### src/rtl/aspm_pkg.sv
package aspm_pkg;

  // ----------------------------------------------------------------
  // Frame timing, counted in serial clock falling edges
  // ----------------------------------------------------------------
  localparam logic [4:0] ASPM_PD_WIN_LO   = 5'h02;  // Earliest edge count that opens power-down
  localparam logic [4:0] ASPM_PD_WIN_HI   = 5'h0A;  // Edge count that closes power-down window
  localparam logic [4:0] ASPM_TRACK_EDGE  = 5'h0D;  // Falling edges before return to track
  localparam logic [4:0] ASPM_FRAME_EDGES = 5'h10;  // Falling edges in a full frame
  localparam logic [4:0] ASPM_FIRST_DATA  = 5'h03;  // Edge count shifting out the last leading zero
  localparam int         ASPM_RESULT_W    = 12;

  // ----------------------------------------------------------------
  // Wake-up delay, checked by the master only
  // ----------------------------------------------------------------
  localparam int ASPM_FULL_WAKE_DELAY_US = 650;
  localparam int ASPM_CLK_MHZ            = 200;
  localparam int ASPM_FULL_WAKE_CYCLES   = ASPM_FULL_WAKE_DELAY_US * ASPM_CLK_MHZ;

  // ----------------------------------------------------------------
  // Power modes
  // ----------------------------------------------------------------
  typedef enum logic [1:0] {
    ASPM_NORMAL  = 2'b00,
    ASPM_PARTIAL = 2'b01,
    ASPM_FULL    = 2'b11
  } aspm_mode_e;

  localparam aspm_mode_e ASPM_MODE_RESET = ASPM_NORMAL;

endpackage

### src/rtl/aspm_sync_if.sv
// Synchronised pin events passed from the sampler to the frame logic
interface aspm_sync_if;
  logic sel_low;     // Filtered level of frame select, high while selected
  logic sel_fall;    // One-cycle pulse on frame select falling
  logic sel_rise;    // One-cycle pulse on frame select rising
  logic sclk_fall;   // One-cycle pulse on serial clock falling
  logic sclk_rise;   // One-cycle pulse on serial clock rising

  modport src (output sel_low, output sel_fall, output sel_rise,
               output sclk_fall, output sclk_rise);
  modport dst (input sel_low, input sel_fall, input sel_rise,
               input sclk_fall, input sclk_rise);
endinterface

### src/rtl/aspm_pin_sync.sv
module aspm_pin_sync (
  input  wire logic mclk_in,
  input  wire logic rst_n_in,
  input  wire logic sel_n_in,
  input  wire logic sclk_in,
  aspm_sync_if.src  ev
);

  logic [2:0] sel_pipe;
  logic [2:0] sclk_pipe;
  logic       sel_state;
  logic       sclk_state;

  // ----------------------------------------------------------------
  // Three-stage samplers; a change counts once stages two and three agree
  // ----------------------------------------------------------------
  always_ff @(posedge mclk_in or negedge rst_n_in) begin
    if (!rst_n_in) begin
      sel_pipe  <= 3'b111;
      sclk_pipe <= 3'b111;                 // Idle high, so no false edge follows reset
    end else begin
      sel_pipe  <= {sel_pipe[1:0], sel_n_in};
      sclk_pipe <= {sclk_pipe[1:0], sclk_in};
    end
  end

  // Accepted levels; stage one is never read here
  always_ff @(posedge mclk_in or negedge rst_n_in) begin
    if (!rst_n_in) begin
      sel_state  <= 1'b1;
      sclk_state <= 1'b1;
    end else begin
      if (sel_pipe[1] == sel_pipe[2]) begin
        sel_state <= sel_pipe[2];
      end
      if (sclk_pipe[1] == sclk_pipe[2]) begin
        sclk_state <= sclk_pipe[2];
      end
    end
  end

  // Edge pulses derived from the accepted levels
  always_comb begin
    ev.sel_low   = ~sel_state;
    ev.sel_fall  = sel_state & (sel_pipe[1] == sel_pipe[2]) & ~sel_pipe[2];
    ev.sel_rise  = ~sel_state & (sel_pipe[1] == sel_pipe[2]) & sel_pipe[2];
    ev.sclk_fall = sclk_state & (sclk_pipe[1] == sclk_pipe[2]) & ~sclk_pipe[2];
    ev.sclk_rise = ~sclk_state & (sclk_pipe[1] == sclk_pipe[2]) & sclk_pipe[2];
  end

endmodule

### src/rtl/aspm_ctrl.sv
module aspm_ctrl
  import aspm_pkg::*;
(
  input  wire logic                     mclk_in,
  input  wire logic                     rst_n_in,
  input  wire logic                     sel_n_in,
  input  wire logic                     sclk_in,
  input  wire logic [ASPM_RESULT_W-1:0] result_in,
  output logic                          serial_result_out,
  output logic                          serial_result_oe_out,
  output logic                          track_out,
  output logic                          convert_out,
  output logic [1:0]                    power_mode_out,
  output logic                          powered_out
);

  aspm_sync_if ev ();

  logic [4:0]               edge_cnt;
  logic [15:0]              shift_reg;
  logic                     in_frame;
  logic                     track_pend;
  aspm_mode_e               mode;
  aspm_mode_e               frame_mode;
  logic                     wake_frame;

  // Edge count bucket test, used by the mode decision on select rise
  function automatic logic in_window(input logic [4:0] cnt, input logic [4:0] lo,
                                     input logic [4:0] hi);
    in_window = (cnt >= lo) && (cnt < hi);
  endfunction

  // ----------------------------------------------------------------
  // Pin sampling
  // ----------------------------------------------------------------
  aspm_pin_sync u_sync (
    .mclk_in  (mclk_in),
    .rst_n_in (rst_n_in),
    .sel_n_in (sel_n_in),
    .sclk_in  (sclk_in),
    .ev       (ev.src)
  );

  // ----------------------------------------------------------------
  // Frame edge counter
  // ----------------------------------------------------------------
  // The serial clock alone paces conversion and shifting
  always_ff @(posedge mclk_in or negedge rst_n_in) begin
    if (!rst_n_in) begin
      edge_cnt <= 5'h00;
      in_frame <= 1'b0;
    end else if (ev.sel_fall) begin
      edge_cnt <= 5'h00;
      in_frame <= 1'b1;
    end else if (ev.sel_rise) begin
      in_frame <= 1'b0;
    end else if (in_frame && ev.sel_low && ev.sclk_fall) begin
      edge_cnt <= edge_cnt + 5'h01;
      if (edge_cnt + 5'h01 == ASPM_FRAME_EDGES) begin
        in_frame <= 1'b0;
      end
    end
  end

  // ----------------------------------------------------------------
  // Power mode decisions on select fall and rise
  // ----------------------------------------------------------------
  // The mode at frame start is kept so a wake frame can be judged
  always_ff @(posedge mclk_in or negedge rst_n_in) begin
    if (!rst_n_in) begin
      mode       <= ASPM_MODE_RESET;
      frame_mode <= ASPM_MODE_RESET;
      wake_frame <= 1'b0;
    end else if (ev.sel_fall) begin
      frame_mode <= mode;
      wake_frame <= (mode != ASPM_NORMAL);
      if (mode != ASPM_NORMAL) begin
        mode <= ASPM_NORMAL;                             // waking starts here
      end
    end else if (ev.sel_rise && in_frame) begin
      if (in_window(edge_cnt, ASPM_PD_WIN_LO, ASPM_PD_WIN_HI)) begin
        // Window rise steps one level deeper; full stays full
        mode <= (frame_mode == ASPM_NORMAL) ? ASPM_PARTIAL : ASPM_FULL;
      end else if (edge_cnt < ASPM_PD_WIN_LO) begin
        // Glitch filter: early rise restores the mode held before
        mode <= frame_mode;
      end else begin
        mode <= ASPM_NORMAL;
      end
    end else if (ev.sclk_fall && in_frame && edge_cnt + 5'h01 == ASPM_PD_WIN_HI) begin
      wake_frame <= 1'b0;                                // Wake committed
    end
  end

  // ----------------------------------------------------------------
  // Track-and-hold control
  // ----------------------------------------------------------------
  // Tracks from reset, so no dummy frame is needed to acquire
  always_ff @(posedge mclk_in or negedge rst_n_in) begin
    if (!rst_n_in) begin
      track_out  <= 1'b1;
      track_pend <= 1'b0;
      convert_out <= 1'b0;
    end else if (ev.sel_fall) begin
      track_out   <= (mode != ASPM_NORMAL) ? 1'b1 : 1'b0;
      convert_out <= (mode == ASPM_NORMAL);
      track_pend  <= 1'b0;
    end else if (ev.sel_rise) begin
      track_out   <= 1'b1;
      convert_out <= 1'b0;
      track_pend  <= 1'b0;
    end else if (ev.sclk_fall && in_frame && edge_cnt + 5'h01 == ASPM_TRACK_EDGE) begin
      track_pend <= 1'b1;
    end else if (ev.sclk_rise && track_pend) begin
      track_out   <= 1'b1;
      track_pend  <= 1'b0;
    end else if (ev.sclk_fall && in_frame && edge_cnt + 5'h01 == ASPM_FRAME_EDGES) begin
      convert_out <= 1'b0;
    end
  end

  // ----------------------------------------------------------------
  // Serial output shifter
  // ----------------------------------------------------------------
  // Four leading zeros then twelve result bits, MSB first
  always_ff @(posedge mclk_in or negedge rst_n_in) begin
    if (!rst_n_in) begin
      shift_reg            <= 16'h0000;
      serial_result_out    <= 1'b0;
      serial_result_oe_out <= 1'b0;
    end else if (ev.sel_fall) begin
      shift_reg            <= {4'h0, result_in};
      serial_result_out    <= 1'b0;                      // first zero
      serial_result_oe_out <= 1'b1;
    end else if (!ev.sel_low || ev.sel_rise) begin
      serial_result_oe_out <= 1'b0;
    end else if (in_frame && ev.sclk_fall) begin
      if (edge_cnt + 5'h01 == ASPM_FRAME_EDGES) begin
        serial_result_oe_out <= 1'b0;
      end else begin
        // Edge n presents bit n+1; edge 15 presents the result LSB
        shift_reg         <= {shift_reg[14:0], 1'b0};
        serial_result_out <= shift_reg[15 - 1 - 0];
      end
    end
  end

  // Mode and power reports
  always_ff @(posedge mclk_in or negedge rst_n_in) begin
    if (!rst_n_in) begin
      power_mode_out <= 2'b00;
      powered_out    <= 1'b1;
    end else begin
      power_mode_out <= mode;
      powered_out    <= (mode == ASPM_NORMAL) && !wake_frame;
    end
  end
endmodule

### config.mk
export PLATFORM = sky130hd
export DESIGN_NAME = aspm_ctrl
export DESIGN_NICKNAME = d
export VERILOG_FILES = /design/src/rtl/aspm_pkg.sv /design/src/rtl/aspm_sync_if.sv /design/src/rtl/aspm_pin_sync.sv /design/src/rtl/aspm_ctrl.sv
export SDC_FILE = /design/constraint.sdc
export NUM_CORES = 1
export LEC_CHECK = 0
export BUFFER_PORTS_ARGS = -buffer_cell sky130_fd_sc_hd__buf_2
export CORE_ASPECT_RATIO = 0.9
export CORE_MARGIN = 3
export CORE_UTILIZATION = 52
export CTS_CLUSTER_SIZE = 24
export DETAILED_ROUTE_END_ITERATION = 16
export GPL_ROUTABILITY_DRIVEN = 0
export PLACE_DENSITY = 0.86
export SLEW_MARGIN = 40
export SYNTH_ARGS = -nofsm -noshare
export SYNTH_HDL_FRONTEND = slang
export SYNTH_HIERARCHICAL = 1
export SYNTH_SLANG_ARGS = --single-unit
### constraint.sdc
create_clock -name mclk_in -period 2 [get_ports mclk_in]
set_clock_uncertainty 0.15 [all_clocks]
set_input_delay 0.2 -clock mclk_in [delete_from_list [all_inputs] [get_ports mclk_in]]
set_output_delay 0.2 -clock mclk_in [all_outputs]
set_load 0.02 [all_outputs]
==> key figures <==
Critical path
  • CP endpoint kind: register
  • Crit path kind: reg2reg
  • Critical-path maximum fanout: 5
  • Worst Path Buf+Inv: 1
  • Startpoint types: register
  • Largest delay share family, worst path: flip-flops
  • Crit. path cell count: 6
  • CP arrival: 2020 ps
  • Worst r2r path cells: 6
  • Critical path data required time: around 2000 ps
  • Highest cell delay on the worst timing path: 560 ps
  • Max stage delay cell, worst path: dfstp_2
  • Cell Chain, Critical Path: and3b_2 -> nor2_2 -> nand4_1 -> a21oi_2 -> buf_6 -> mux2_4

Power and ir drop
  • P_sw: 562 uW
  • VDD IR max: between 0.0005 and 0.0006 V
  • Combinational Power Share: 20.1%
  • Pleak: between 1 and 1.5 nW
  • Reg power frac: between 50% and 60%
  • Clock Power Share: between 20% and 30%
  • Switch share: between 20% and 30%
  • Cell Int Power: between 1.5 and 2 mW
  • Tot Pwr: around 2.1 mW
  • Pwr dens: around 820 nW/um^2

Detailed routing
  • Routed WL: 4720 microns
  • # DRC: 0
  • Average wire per standard cell: between 15 and 20 microns
  • Via count: 1,509
  • Detail Route Antenna Nets: 0
  • Routed vias/inst: roughly 5.8
  • DR iter-0 viols: about 110
  • Pre-antenna DRT Iters: 4

Layout
  • Fin cells: roughly 260
  • P&R area growth vs syn: 22.9%
  • Final net count: between 200 and 250
  • Fill cells: 255
  • Max reg flops: 15
  • N_diodes: 0
  • Share of cells above drive strength 1: between 40% and 50%
  • Fin util: about 70%

Flow run
  • Max-cap violation count: 0

Clock network
  • H-Tree Depth: 2
  • CTS sink cnt: between 40 and 50
  • Num CTS Buffers: 5
  • Clk pin slew, worst setup/hold paths: ~80 ps
  • Clk root buf: clkbuf_8
  • CTS tree: yes
  • Worst-case clock buffer depth: 2
  • Clk Latency, worst-skew pair: 300 ps

Floorplan
  • Core area: around 3600 sq um
  • Starting Density: between 50% and 60%
  • Die height: around 65 microns
  • DIE AREA: 4720 sq um
  • I/O Pins: 23
  • Die X: 72.1 microns
  • Site row count: 20

Timing
  • Final cycle utilization of the critical path: between 90% and 100%
  • Fmax achieved: 504 MHz
  • Finish-stage setup viols: 0
  • Worst setup margin: between 15 and 20 ps
  • Fin. max-slew vios: 0
  • RSZ-0062 raised after global routing: yes
  • Total negative slack: 0 ps
  • Fin. Hold Viols: 0
  • Worst slew pin tran: 515 ps
  • Max-slew headroom: between 60% and 70%
  • Period minus WS final: between 1500 and 2000 ps

Synthesis
  • Synth Flop Type: dfrtp_1
  • Net count after synthesis: ~190
  • Yosys warning total: 6
  • Syn avg cell area: ~12 sq um
  • Synth cell types: 39
  • Post-synth top area cell: dfrtp_1
  • Synth area leaders: dfrtp_1, dfstp_2, mux2_4, mux2_2, nand2_1
  • Yosys reg bits: 42
  • Fraction of registers with async set or reset after synthesis: 100%
  • Synth top area share: between 30 and 40%
  • Netlist area before placement: approximately 2000 sq um
  • Register area share after synthesis: between 50 and 60%
  • EDFF count, synth: 0
  • Cells after Synth: about 170

Placement
  • Post-Place Setup Slack: approximately 23 ps
  • DP HPWL: 2850 microns
  • Port bufs: 22
  • Placed insts: ~240

Hold path
  • Hold Crit Class: in2reg
  • Hold path depth: 4

Global routing
  • Initial antenna violation count: 0
  • First-pass GRT wire length: around 7100 microns
  • Vias in the first global route: 1,451
  • GR Util All Layers: 20.1%
  • Largest net degree at the start of global routing: between 40 and 50
  • Final global-route overflow total: 0

Status
  • Status: finished, final reports clean
[cell usage in the layout, fill, tap and decap left out, types with 3 or more instances in the layout]
master	instances
a21oi_1	11
buf_2	22
buf_4	16
buf_6	4
clkbuf_8	6
dfrtp_1	30
dfstp_2	10
dlygate4sd3_1	4
ha_1	4
inv_1	3
mux2_2	13
mux2_4	10
mux2i_1	3
nand2_1	20
nand4_1	5
nor2_1	5
o21ai_0	6
xor2_1	3
[logic make-up after synthesis]
family	count (synthesis)	synth area share (%)
buf+inv	13	3.49
simple gates	51	13.5
xor+xnor	4	1.72
flops	42	52.1
mux	28	17.6
compound gates	27	8.03
fa+ha+maj	6	3.55
[tightest hold or removal path, cell delays in order]
cell and delay [ps]:
buf_2 70, nand2_1 40, nand2_1 50, mux2_4 120
[Yosys cell counts, types with 2 or more instances]
master / instances
dfrtp_1: 32
nand2_1: 20
mux2_2: 13
a21oi_1: 11
dfstp_2: 10
mux2_4: 10
o21ai_0: 7
nor2_1: 6
buf_2: 5
nand4_1: 5
ha_1: 4
inv_1: 4
mux2i_1: 4
nor3_1: 3
or3_1: 3
xor2_1: 3
a21oi_2: 2
a31oi_1: 2
and3b_2: 2
buf_6: 2
maj3_2: 2
nand3_1: 2
nor3b_1: 2
o211ai_1: 2
[through the flow]
| step | instance area, sq um | hold slack (ps) |
|---|---|---|
| after CTS | 2420 | 73.1 |
| after global routing | 2510 | 79.6 |
| after detailed placement | 2280 | 142 |
| final | 2510 | 70.8 |
| after global placement | 2280 | 135 |
| after floorplan | 2040 | -246 |
[repair_timing]
action                     CTS  global route
hold endpoints to repair    35             0
resized for setup            0            15
setup endpoints to repair    1            22
cloned                       0             0
setup buffers                1             5
hold buffers                 4             0
pin swaps                    0             2
[final cells by class]
| class | count | area, sq um | area share (%) |
|---|---|---|---|
| clock inverters | 1 | 5.00 | 0.200 |
| clock buffers | 7 | 86.3 | 3.44 |
| multi-input cells | 116 | 940 | 37.5 |
| flip-flops and latches | 42 | 1070 | 42.5 |
| well taps | 44 | 55.1 | 2.19 |
| inverters | 5 | 21.3 | 0.848 |
| repair buffers | 47 | 335 | 13.4 |
[power by group through the flow]
stage | Clock, mW | Sequential, mW | Combinational, mW
after floorplan | 0 | 1.07 | 0.264
after global placement | 0 | 1.08 | 0.360
after detailed placement | 0 | 1.09 | 0.381
after CTS | 0.577 | 1.07 | 0.391
after global routing | 0.604 | 1.10 | 0.456
final | 0.566 | 1.08 | 0.416
[path summary, 6_finish.rpt]
kind	slack (ps)	end	startpoint
setup / recovery	20	shift_reg[6]	u_sync/sel_state
hold / removal	70	shift_reg[11]	result_in[11]
setup reg to reg	20	shift_reg[6]	u_sync/sel_state
min in group asynchronous	330	shift_reg[7]	rst_n_in
hold reg to reg	210	u_sync/sclk_pipe[1]	u_sync/sclk_pipe[0]
max in group asynchronous	980	edge_cnt[0]	rst_n_in
[layer usage]
| metal | share of wire, % | GRT usage [%] |
|---|---|---|
| met1 | 41 | 26.1 |
| met2 | 51 | 31.3 |
| met3 | 4.8 | 6.57 |
| met4 | 3.3 | 7.98 |
| met5 | 0 | 0 |
Power figures use the tool's default switching activity.
